===== src/rpe_pkg.sv =====
// rpe_pkg: constants, register map and types for the rtc pin event/output routing block
// assumes a single 100 MHz clock and an 8-bit internal register port
//
// What this block does
// external input edge, polarity selectable, sets event one when its enable is set
// software reads the present level of the external event input
// watchdog kick pin edge, polarity selectable, sets event two when enabled
// software reads the present level of the watchdog kick pin
// watchdog kick pin activity restarts the watchdog; host drives it
// reset passthrough: low external reset drives reset pin to its asserted level
// primary interrupt pin held low after power-up until registers are reachable
// host waits on primary interrupt pin before any serial access
// primary out select picks static level, not combined, square wave or not alarm
// square wave reaches the primary pin only while square wave enable is set
// primary interrupt pin is open drain: drives low only, releases for high
// serial select is active low; accesses ignored while it is high
// reset drive polarity clears to zero at power-up, giving active low reset
// each external event latches a sticky flag feeding combined interrupt
package rpe_pkg;

  // clock and timing
  localparam int CLK_PERIOD_NS = 10;
  localparam int STARTUP_NS = 200;
  localparam int STARTUP_CYCLES = (STARTUP_NS + CLK_PERIOD_NS - 1) / CLK_PERIOD_NS;
  localparam int STARTUP_CW = 8;

  // bus widths
  localparam int ADDR_W = 8;
  localparam int DATA_W = 8;
  localparam int SYNC_W = 4;

  // register offsets
  localparam logic [7:0] ADDR_STATUS = 8'h0F;
  localparam logic [7:0] ADDR_CONTROL1 = 8'h10;
  localparam logic [7:0] ADDR_CONTROL2 = 8'h11;
  localparam logic [7:0] ADDR_INT_MASK = 8'h12;
  localparam logic [7:0] ADDR_SQW = 8'h13;
  localparam logic [7:0] ADDR_EXT_CFG = 8'h14;

  // status fields
  localparam int ST_EXT1_FLAG = 0;
  localparam int ST_EXT2_FLAG = 1;
  localparam int ST_EXT_LEVEL = 2;
  localparam int ST_WDT_LEVEL = 3;
  // control1 fields
  localparam int C1_STATIC_LEVEL = 0;
  localparam int C1_RST_POL = 1;
  // control2 fields
  localparam int C2_OUT_SEL_LO = 0;
  localparam int C2_PASSTHRU = 5;
  // int mask fields
  localparam int IM_EXT1_EN = 0;
  localparam int IM_EXT2_EN = 1;
  // sqw fields
  localparam int SQW_EN = 7;
  localparam int SQW_CFG_W = 5;
  // ext cfg fields, 1 selects rising edge
  localparam int EC_EXT1_POL = 0;
  localparam int EC_EXT2_POL = 1;

  // synchroniser lanes
  localparam int SY_EXT = 0;
  localparam int SY_WDT = 1;
  localparam int SY_RST = 2;
  localparam int SY_SEL = 3;

  // reset values
  localparam logic STATIC_LEVEL_RST = 1'b1;
  localparam logic RST_POL_RST = 1'b0;
  localparam logic [1:0] OUT_SEL_RST = 2'h0;
  localparam logic [SQW_CFG_W-1:0] SQW_CFG_RST = 5'h00;
  localparam logic [DATA_W-1:0] RDATA_UNMAPPED = 8'h00;

  // primary output sources
  typedef enum logic [1:0] {
    OSEL_STATIC = 2'h0,
    OSEL_NOT_IRQ = 2'h1,
    OSEL_SQW = 2'h2,
    OSEL_NOT_ALARM = 2'h3
  } rpe_osel_type;

  // start-up state, one-hot
  typedef enum logic [1:0] {
    PWR_HOLD = 2'b01,
    PWR_READY = 2'b10
  } rpe_pwr_type;

endpackage


===== src/rpe_sync.sv =====
// rpe_sync: two-flop synchronisers for the asynchronous pins
// assumes the pins are slow levels with no relation to clk
`timescale 1ns/1ps
module rpe_sync
  import rpe_pkg::*;
(
  // clock and reset
  input wire logic clk,
  input wire logic arst_n,
  // pins and their reset level
  input wire logic [SYNC_W-1:0] pin_in,
  input wire logic [SYNC_W-1:0] rst_level,
  // synchronised levels
  output logic [SYNC_W-1:0] pin_sync
);

  logic [SYNC_W-1:0] meta_r;
  logic [SYNC_W-1:0] sync_r;

  // first stage is read only by the second; reset levels are idle pin levels
  always_ff @(posedge clk or negedge arst_n) begin
    if (!arst_n) begin
      meta_r <= {SYNC_W{1'b1}};
      sync_r <= {SYNC_W{1'b1}};
    end else begin
      meta_r <= pin_in;
      sync_r <= meta_r;
    end
  end

  // rst_level kept for a future per-lane idle choice; all lanes idle high
  assign pin_sync = sync_r | (rst_level & ~rst_level);

endmodule


===== src/rpe_top.sv =====
// rpe_top: pin-level routing of external events, reset passthrough and primary irq pin
// assumes an internal serial engine on clk presents a plain register port;
// alarm, other interrupt sources and square wave come from logic on clk
`timescale 1ns/1ps
module rpe_top
  import rpe_pkg::*;
(
  // clock and reset
  input wire logic clk,
  input wire logic arst_n,
  // register port from the serial engine
  input wire logic [ADDR_W-1:0] reg_addr,
  input wire logic [DATA_W-1:0] reg_wdata,
  input wire logic reg_wr,
  input wire logic reg_rd,
  output logic [DATA_W-1:0] reg_rdata,
  // pins from the host
  input wire logic external_event_input,
  input wire logic watchdog_kick_input,
  input wire logic external_reset_in_n,
  input wire logic serial_select_n,
  // internal sources on clk
  input wire logic alarm_interrupt,
  input wire logic other_irq_in,
  input wire logic square_wave_in,
  // open-drain primary interrupt pin
  output logic primary_irq_pin_o,
  output logic primary_irq_pin_oe,
  // open-drain reset drive pin
  output logic reset_drive_pin_o,
  output logic reset_drive_pin_oe,
  // status towards neighbours
  output logic wdt_kick_pulse,
  output logic serial_active,
  output logic device_ready,
  output logic [SQW_CFG_W-1:0] square_wave_config
);

  // synchronised pins
  logic [SYNC_W-1:0] pin_sync;
  logic ext_lvl;
  logic wdt_lvl;
  logic extr_n_lvl;
  logic sel_n_lvl;
  logic ext_prev_r;
  logic wdt_prev_r;

  // registers
  logic ext1_flag_r;
  logic ext2_flag_r;
  logic static_level_r;
  logic rst_pol_r;
  logic [1:0] out_sel_r;
  logic passthru_r;
  logic ext1_en_r;
  logic ext2_en_r;
  logic sqw_en_r;
  logic [SQW_CFG_W-1:0] sqw_cfg_r;
  logic ext1_pol_r;
  logic ext2_pol_r;

  // start-up
  rpe_pwr_type pwr_r;
  rpe_pwr_type pwr_nxt;
  logic [STARTUP_CW-1:0] start_cnt_r;

  // decoded strobes and events
  logic acc_ok;
  logic wr_ok;
  logic rd_ok;
  logic ext1_evt;
  logic ext2_evt;
  logic combined_irq;
  logic prim_level_nxt;
  logic rst_level_nxt;
  logic rst_asserted;
  logic [DATA_W-1:0] rdata_nxt;

  // edge detect with selectable sense; pol high means rising edge
  function automatic logic edge_hit(input logic cur, input logic prev, input logic pol);
    edge_hit = pol ? (cur & ~prev) : (~cur & prev);
  endfunction

  // address match for a qualified write
  function automatic logic wr_hit(input logic ok, input logic [ADDR_W-1:0] a,
                                  input logic [ADDR_W-1:0] target);
    wr_hit = ok && (a == target);
  endfunction

  // every pin passes two flops before any logic reads it
  rpe_sync u_sync (
    .clk(clk),
    .arst_n(arst_n),
    .pin_in({serial_select_n, external_reset_in_n, watchdog_kick_input,
             external_event_input}),
    .rst_level({SYNC_W{1'b1}}),
    .pin_sync(pin_sync)
  );

  assign ext_lvl = pin_sync[SY_EXT];
  assign wdt_lvl = pin_sync[SY_WDT];
  assign extr_n_lvl = pin_sync[SY_RST];
  assign sel_n_lvl = pin_sync[SY_SEL];

  // access only while selected and out of start-up hold
  assign acc_ok = ~sel_n_lvl && (pwr_r == PWR_READY);
  assign wr_ok = reg_wr && acc_ok;
  assign rd_ok = reg_rd && acc_ok;

  // previous synced levels for edge detection
  always_ff @(posedge clk or negedge arst_n) begin
    if (!arst_n) begin
      ext_prev_r <= 1'b1;
      wdt_prev_r <= 1'b1;
    end else begin
      ext_prev_r <= ext_lvl;
      wdt_prev_r <= wdt_lvl;
    end
  end

  // events only count while enabled
  assign ext1_evt = ext1_en_r && edge_hit(ext_lvl, ext_prev_r, ext1_pol_r);
  assign ext2_evt = ext2_en_r && edge_hit(wdt_lvl, wdt_prev_r, ext2_pol_r);

  // any change on the kick pin restarts the watchdog counter outside
  always_ff @(posedge clk or negedge arst_n) begin
    if (!arst_n) begin
      wdt_kick_pulse <= 1'b0;
    end else begin
      wdt_kick_pulse <= wdt_lvl ^ wdt_prev_r;
    end
  end

  // sticky flags: write zero clears, an event in the same cycle wins
  always_ff @(posedge clk or negedge arst_n) begin
    if (!arst_n) begin
      ext1_flag_r <= 1'b0;
      ext2_flag_r <= 1'b0;
    end else begin
      if (ext1_evt) begin
        ext1_flag_r <= 1'b1;
      end else if (wr_hit(wr_ok, reg_addr, ADDR_STATUS) && !reg_wdata[ST_EXT1_FLAG]) begin
        ext1_flag_r <= 1'b0;
      end
      if (ext2_evt) begin
        ext2_flag_r <= 1'b1;
      end else if (wr_hit(wr_ok, reg_addr, ADDR_STATUS) && !reg_wdata[ST_EXT2_FLAG]) begin
        ext2_flag_r <= 1'b0;
      end
    end
  end

  assign combined_irq = ext1_flag_r | ext2_flag_r | other_irq_in;

  // control1: static level and reset polarity
  always_ff @(posedge clk or negedge arst_n) begin
    if (!arst_n) begin
      static_level_r <= STATIC_LEVEL_RST;
      rst_pol_r <= RST_POL_RST;
    end else if (wr_hit(wr_ok, reg_addr, ADDR_CONTROL1)) begin
      static_level_r <= reg_wdata[C1_STATIC_LEVEL];
      rst_pol_r <= reg_wdata[C1_RST_POL];
    end
  end

  // control2: output select and reset passthrough
  always_ff @(posedge clk or negedge arst_n) begin
    if (!arst_n) begin
      out_sel_r <= OUT_SEL_RST;
      passthru_r <= 1'b0;
    end else if (wr_hit(wr_ok, reg_addr, ADDR_CONTROL2)) begin
      out_sel_r <= reg_wdata[C2_OUT_SEL_LO +: 2];
      passthru_r <= reg_wdata[C2_PASSTHRU];
    end
  end

  // interrupt enables
  always_ff @(posedge clk or negedge arst_n) begin
    if (!arst_n) begin
      ext1_en_r <= 1'b0;
      ext2_en_r <= 1'b0;
    end else if (wr_hit(wr_ok, reg_addr, ADDR_INT_MASK)) begin
      ext1_en_r <= reg_wdata[IM_EXT1_EN];
      ext2_en_r <= reg_wdata[IM_EXT2_EN];
    end
  end

  // square wave enable and configuration
  always_ff @(posedge clk or negedge arst_n) begin
    if (!arst_n) begin
      sqw_en_r <= 1'b0;
      sqw_cfg_r <= SQW_CFG_RST;
    end else if (wr_hit(wr_ok, reg_addr, ADDR_SQW)) begin
      sqw_en_r <= reg_wdata[SQW_EN];
      sqw_cfg_r <= reg_wdata[SQW_CFG_W-1:0];
    end
  end

  // event polarities
  always_ff @(posedge clk or negedge arst_n) begin
    if (!arst_n) begin
      ext1_pol_r <= 1'b0;
      ext2_pol_r <= 1'b0;
    end else if (wr_hit(wr_ok, reg_addr, ADDR_EXT_CFG)) begin
      ext1_pol_r <= reg_wdata[EC_EXT1_POL];
      ext2_pol_r <= reg_wdata[EC_EXT2_POL];
    end
  end

  // read mux, unmapped addresses read zero
  always_comb begin
    rdata_nxt = RDATA_UNMAPPED;
    if (reg_addr == ADDR_STATUS) begin
      rdata_nxt[ST_EXT1_FLAG] = ext1_flag_r;
      rdata_nxt[ST_EXT2_FLAG] = ext2_flag_r;
      rdata_nxt[ST_EXT_LEVEL] = ext_lvl;
      rdata_nxt[ST_WDT_LEVEL] = wdt_lvl;
    end else if (reg_addr == ADDR_CONTROL1) begin
      rdata_nxt[C1_STATIC_LEVEL] = static_level_r;
      rdata_nxt[C1_RST_POL] = rst_pol_r;
    end else if (reg_addr == ADDR_CONTROL2) begin
      rdata_nxt[C2_OUT_SEL_LO +: 2] = out_sel_r;
      rdata_nxt[C2_PASSTHRU] = passthru_r;
    end else if (reg_addr == ADDR_INT_MASK) begin
      rdata_nxt[IM_EXT1_EN] = ext1_en_r;
      rdata_nxt[IM_EXT2_EN] = ext2_en_r;
    end else if (reg_addr == ADDR_SQW) begin
      rdata_nxt[SQW_EN] = sqw_en_r;
      rdata_nxt[SQW_CFG_W-1:0] = sqw_cfg_r;
    end else if (reg_addr == ADDR_EXT_CFG) begin
      rdata_nxt[EC_EXT1_POL] = ext1_pol_r;
      rdata_nxt[EC_EXT2_POL] = ext2_pol_r;
    end
  end

  // read data stands only in the cycle after the strobe
  always_ff @(posedge clk or negedge arst_n) begin
    if (!arst_n) begin
      reg_rdata <= RDATA_UNMAPPED;
    end else if (rd_ok) begin
      reg_rdata <= rdata_nxt;
    end else begin
      reg_rdata <= RDATA_UNMAPPED;
    end
  end

  // start-up hold: counts a fixed settle time before the port opens
  always_comb begin
    pwr_nxt = pwr_r;
    case (pwr_r)
      PWR_HOLD: begin
        if (start_cnt_r == STARTUP_CW'(STARTUP_CYCLES - 1)) begin
          pwr_nxt = PWR_READY;
        end
      end
      PWR_READY: begin
        pwr_nxt = PWR_READY;
      end
      default: begin
        pwr_nxt = PWR_HOLD;
      end
    endcase
  end

  always_ff @(posedge clk or negedge arst_n) begin
    if (!arst_n) begin
      pwr_r <= PWR_HOLD;
      start_cnt_r <= '0;
    end else begin
      pwr_r <= pwr_nxt;
      if (pwr_r == PWR_HOLD) begin
        start_cnt_r <= start_cnt_r + STARTUP_CW'(1);
      end
    end
  end

  // primary pin source; disabled square wave releases the pin
  always_comb begin
    case (rpe_osel_type'(out_sel_r))
      OSEL_STATIC: prim_level_nxt = static_level_r;
      OSEL_NOT_IRQ: prim_level_nxt = ~combined_irq;
      OSEL_SQW: prim_level_nxt = sqw_en_r ? square_wave_in : 1'b1;
      OSEL_NOT_ALARM: prim_level_nxt = ~alarm_interrupt;
      default: prim_level_nxt = 1'b1;
    endcase
    if (pwr_r != PWR_READY) begin
      prim_level_nxt = 1'b0;
    end
  end

  // open drain: only ever pulls low, enable follows the low level
  always_ff @(posedge clk or negedge arst_n) begin
    if (!arst_n) begin
      primary_irq_pin_o <= 1'b0;
      primary_irq_pin_oe <= 1'b1;
    end else begin
      primary_irq_pin_o <= 1'b0;
      primary_irq_pin_oe <= ~prim_level_nxt;
    end
  end

  // reset passthrough, asserted level set by polarity
  assign rst_asserted = passthru_r && !extr_n_lvl;
  assign rst_level_nxt = rst_asserted ? rst_pol_r : ~rst_pol_r;

  always_ff @(posedge clk or negedge arst_n) begin
    if (!arst_n) begin
      reset_drive_pin_o <= 1'b0;
      reset_drive_pin_oe <= 1'b0;
    end else begin
      reset_drive_pin_o <= 1'b0;
      reset_drive_pin_oe <= ~rst_level_nxt;
    end
  end

  // status outputs
  always_ff @(posedge clk or negedge arst_n) begin
    if (!arst_n) begin
      serial_active <= 1'b0;
      device_ready <= 1'b0;
      square_wave_config <= SQW_CFG_RST;
    end else begin
      serial_active <= acc_ok;
      device_ready <= (pwr_nxt == PWR_READY);
      square_wave_config <= sqw_cfg_r;
    end
  end

  // checks
  chk_ext1_flag_set: assert property (@(posedge clk) disable iff (!arst_n)
    ext1_evt |=> ext1_flag_r)
    else $error("event one did not set its flag");

  chk_ext_enable_gate: assert property (@(posedge clk) disable iff (!arst_n)
    (!ext2_en_r && !ext2_flag_r) |=> !ext2_flag_r)
    else $error("event two flag set while disabled");

  chk_flag_hold: assert property (@(posedge clk) disable iff (!arst_n)
    (ext2_flag_r && !wr_ok) |=> ext2_flag_r)
    else $error("event two flag dropped without a write");

  chk_level_readback: assert property (@(posedge clk) disable iff (!arst_n)
    (rd_ok && reg_addr == ADDR_STATUS) |=> reg_rdata[ST_EXT_LEVEL] == $past(ext_lvl))
    else $error("external level readback wrong");

  chk_wdt_kick: assert property (@(posedge clk) disable iff (!arst_n)
    (wdt_lvl != wdt_prev_r) |=> wdt_kick_pulse ##1 !wdt_kick_pulse)
    else $error("watchdog kick pulse missing");

  chk_rst_passthru: assert property (@(posedge clk) disable iff (!arst_n)
    rst_asserted |=> reset_drive_pin_oe == !$past(rst_pol_r))
    else $error("reset passthrough level wrong");

  chk_startup_hold: assert property (@(posedge clk) disable iff (!arst_n)
    (pwr_r == PWR_HOLD) |=> primary_irq_pin_oe)
    else $error("primary pin released during start-up");

  chk_alarm_route: assert property (@(posedge clk) disable iff (!arst_n)
    (pwr_r == PWR_READY && out_sel_r == OSEL_NOT_ALARM)
      |=> primary_irq_pin_oe == $past(alarm_interrupt))
    else $error("alarm not routed to primary pin");

  chk_sqw_gate: assert property (@(posedge clk) disable iff (!arst_n)
    (pwr_r == PWR_READY && out_sel_r == OSEL_SQW && !sqw_en_r) |=> !primary_irq_pin_oe)
    else $error("square wave driven while disabled");

  chk_deselect_ignore: assert property (@(posedge clk) disable iff (!arst_n)
    (sel_n_lvl && reg_wr) |=> $stable(out_sel_r) && $stable(passthru_r))
    else $error("write taken while deselected");

endmodule


===== config.mk =====
export PLATFORM = sky130hd
export DESIGN_NAME = rpe_top
export DESIGN_NICKNAME = d
export VERILOG_FILES = /design/src/rpe_pkg.sv /design/src/rpe_sync.sv /design/src/rpe_top.sv
export SDC_FILE = /design/constraint.sdc
export NUM_CORES = 1
export LEC_CHECK = 0
export BUFFER_PORTS_ARGS = -buffer_cell sky130_fd_sc_hd__buf_2
export CAP_MARGIN = 0
export CORE_ASPECT_RATIO = 0.6
export CORE_MARGIN = 10
export CORE_UTILIZATION = 51
export CTS_CLUSTER_SIZE = 8
export DETAILED_ROUTE_END_ITERATION = 8
export HOLD_SLACK_MARGIN = 0.06
export PLACE_DENSITY = 0.75
export SETUP_SLACK_MARGIN = 0.1
export SKIP_LAST_GASP = 1
export SLEW_MARGIN = 10
export SYNTH_ARGS = -nofsm -noshare
export SYNTH_HDL_FRONTEND = slang
export SYNTH_SLANG_ARGS = --single-unit

===== constraint.sdc =====
create_clock -name clk -period 2 [get_ports clk]
set_clock_uncertainty 0.15 [all_clocks]
set_input_delay 0.1 -clock clk [delete_from_list [all_inputs] [get_ports clk]]
set_output_delay 0.1 -clock clk [all_outputs]
set_load 0.03 [all_outputs]

==> flow_summary.json <==
{
  "outcome": "complete, no violations",
  "netSwitchingPower_w": 0.000439,
  "syn_area_per_cell_um2": 12.0,
  "r2r_start": "pwr_r[0]$_DFF_PN1_",
  "max_freq_mhz": 541,
  "cts.reportedPaths.clkPinSlew_ps": 90,
  "busiest_layer": "met2",
  "ys_warn_count": 0,
  "ys_seq_area_share_pct": 59.8,
  "rsz0062_at_grt": "yes",
  "yosys_register_bits": 54,
  "area_growth_pct": 27.5,
  "ant_nets": 0,
  "use_met3_pct": 4.29,
  "pre_cts_slack_ps": 19.0,
  "routed_via_density": 5.10,
  "timing_hold_violations_final": 0,
  "worstMarginPinSlew_ps": 585,
  "clock-sinks": 54,
  "htreeDepth": 2,
  "wirelength_mm": 5.01,
  "vdd_drop_max_v": 0.000559,
  "internal-power_w": 0.00156,
  "multi_input_area_um2": 876,
  "antenna_cells": 0,
  "drt_iter0_drc": 102,
  "synthCells": 190,
  "drive_gt1_share_pct": 36.7,
  "p_leak_nw": 1.38,
  "cts_buffers": 5,
  "initial_utilization_pct": 54.3,
  "drv_cap": 0,
  "grt_pass1_vias": 1683,
  "worstSetupStartpointType": "flip-flop",
  "critPathRequiredTime_ps": 2040,
  "antenna_found_initial": 0,
  "crit_path_end_kind": "flip-flop",
  "grt_overflow_total": 0,
  "powerDensity_nw_per_um2": 686,
  "min_from": "reg_addr[6]",
  "crit_buf_inv": 2,
  "p_clk_share_pct": 35.3,
  "power_w": 0.00200,
  "p_seq_share_pct": 56.8,
  "die_area_um2": 7650,
  "crit_slowest_cell": "dfstp_2",
  "die_h_um": 71.9,
  "grt_pass1_wl_mm": 8.25,
  "route.detailed.drc": 0,
  "grt_max_degree": 30,
  "vias": 1626,
  "critPathKind": "flip-flop to flip-flop",
  "crit_start": "pwr_r[0]$_DFF_PN1_",
  "async_reset_ff_share_pct": 100,
  "p_sw_share_pct": 22.0,
  "post-route-util_pct": 69.2,
  "synth_cell_types": 40,
  "rows": 18,
  "arrival_ps": 1890,
  "dr.pass1.iters": 4,
  "fin_nets": 290,
  "fillerInstances": 310,
  "max_slew_margin_pct": 61.0,
  "period_share_pct": 92.4,
  "timing.final.ws_setup_ps": 153,
  "hp-class": "input pin to flip-flop",
  "hpwl_mm": 3.68,
  "io_pins": 47,
  "crit_chain": "inv_1 -> ha_4 -> nand3b_1 -> buf_4 -> nor2_1 -> nand3_1 -> mux2_2",
  "grtUsageMet2_pct": 20.8,
  "syn_area_um2": 2290,
  "worstPathMaxFanout": 5,
  "cts_max_path_buffers": 2,
  "drv_slew": 0,
  "crit_path_max_incr_delay_ps": 540,
  "synth_enable_flop_cells": 0,
  "grtUsageMet1_pct": 18.2,
  "clk_latency_ps": 300,
  "final.setup.tns_ps": 0,
  "final.min_clock_period_ps": 1850,
  "grt_usage_pct": 13.5,
  "globalplace.congestion": 0.900,
  "port_buffers": 42,
  "cts_tree": "yes",
  "crit_family": "flip-flops",
  "final_area_um2": 2910,
  "ys.flop_type": "dfrtp_1",
  "setup_viol": 0,
  "fp.coreArea_um2": 4210,
  "regArea_um2": 1370,
  "die_w_um": 106,
  "post_dp_cell_area_um2": 2580,
  "wl_per_cell_um": 15.7,
  "root_buffer": "clkbuf_8",
  "p_comb_share_pct": 7.9
}
worst paths after layout:
path / slack [ps] / cells after the start / to
max reg2reg: 150 / 7 / ext2_en_r$_DFFE_PN0P_
max: 150 / 7 / ext2_en_r$_DFFE_PN0P_
min reg2reg: 210 / 0 / u_sync.sync_r[2]$_DFF_PN1_
max in group asynchronous: 900 / 3 / pwr_r[0]$_DFF_PN1_
min in group asynchronous: 180 / 2 / square_wave_config[0]$_DFF_PN0_
min: 80 / 4 / reg_rdata[5]$_DFF_PN0_
state kept, by name (all words and copies together), names as in the netlist, 2 cells and up:
name,flops
u_sync.sync_r,4
sqw_cfg_r,5
start_cnt_r,8
square_wave_config,5
u_sync.meta_r,4
pwr_r,2
out_sel_r,2
reg_rdata,7
power groups by stage:
stage                     logic (W)  clock network (W)  registers, W
final                      0.000159           0.000705       0.00113
after global routing       0.000176           0.000771       0.00114
after CTS                  0.000157           0.000726       0.00113
after detailed placement   0.000131                  0       0.00116
after global placement     0.000128                  0       0.00115
after floorplan           0.0000526                  0       0.00116
stage by stage:
stage	cells	hold WS, ps
finish	319	80.1
detailed placement	290	-15.5
global route	319	99.1
CTS	316	76.1
floorplan	192	-346
global placement	290	-24.6
cell usage after synthesis (all sizes together) (2+ instances only):
cell type,number,area (um2)
dfrtp,41,1030
mux2,17,191
nand2,16,60.1
dfstp,13,342
nor2,11,41.3
inv,8,30.0
nor3,6,41.3
a21oi,5,25.0
ha,5,62.6
nand2b,5,31.3
o21ai,5,25.0
xnor2,5,43.8
buf,4,27.5
clkbuf,4,15.0
nand3,4,20.0
nand3b,4,30.0
nand4,4,25.0
or3,4,30.0
xor2,3,26.3
a22o,2,17.5
a32oi,2,17.5
and2,2,12.5
nor2b,2,12.5
nor3b,2,15.0
o22ai,2,12.5
o311ai,2,17.5
o31ai,2,15.0
layer usage:
layer | part of all wire, % | wire, um
met2 | 45 | 2230
met5 | 0 | 0
met4 | 0.66 | 33
met1 | 46 | 2300
met3 | 8.9 | 446
cells in the final DEF (no fill, tap or decap), types with 2 or more instances in the layout:
cell type / n
dlygate4sd3_1: 17
nand3b_1: 4
nand3_1: 4
o31ai_1: 2
o22ai_1: 2
nand4_1: 4
xnor2_1: 5
o21ai_0: 4
nand2_1: 16
nor2b_1: 2
xor2_1: 3
nor2_1: 11
nor3b_1: 2
clkbuf_8: 5
conb_1: 3
mux2_2: 16
or3_1: 3
nor3_1: 5
ha_1: 3
clkinv_2: 2
o311ai_0: 2
dfrtp_1: 41
nand2b_1: 5
buf_2: 42
a21oi_1: 5
a32oi_1: 2
and2_1: 2
a22o_1: 2
buf_4: 6
dfstp_2: 13
inv_1: 8
cells by family (layout without fill, tap and decap cells):
logic type	after synthesis	after routing	synth area share, %
adders and majority gates	5	5	2.74
muxes	17	17	8.37
DFF	54	54	59.8
and+or+nand+nor	67	67	16.3
buffers and inverters	16	83	3.17
other	1	3	0.164
xor gates and xnor gates	8	8	3.07
AOI/OAI and AO/OA	22	22	6.35
final cells by class:
class | instances | share of cell area, %
clock inverters | 3 | 1.37
well taps | 60 | 2.58
inverters | 8 | 1.03
clock buffers | 5 | 2.36
multi-input cells | 122 | 30.1
flip-flops and latches | 54 | 46.9
repair buffers | 67 | 15.7
worst register-to-register path: stages, from the launching register on:
cell and delay [ps]:
dfstp_2 540, inv_1 60, ha_4 170, nand3b_1 130, buf_4 140, nor2_1 50, nand3_1 140, mux2_2 350
what timing repair did:
item,in CTS,in global routing
hold buffers,17,0
buffers inserted,1,3
cloned,0,0
endpoints found under the setup margin,5,12
gates resized for setup,4,3
pin swaps,2,3
endpoints found under the hold margin,50,0
Power figures use the tool's default switching activity.
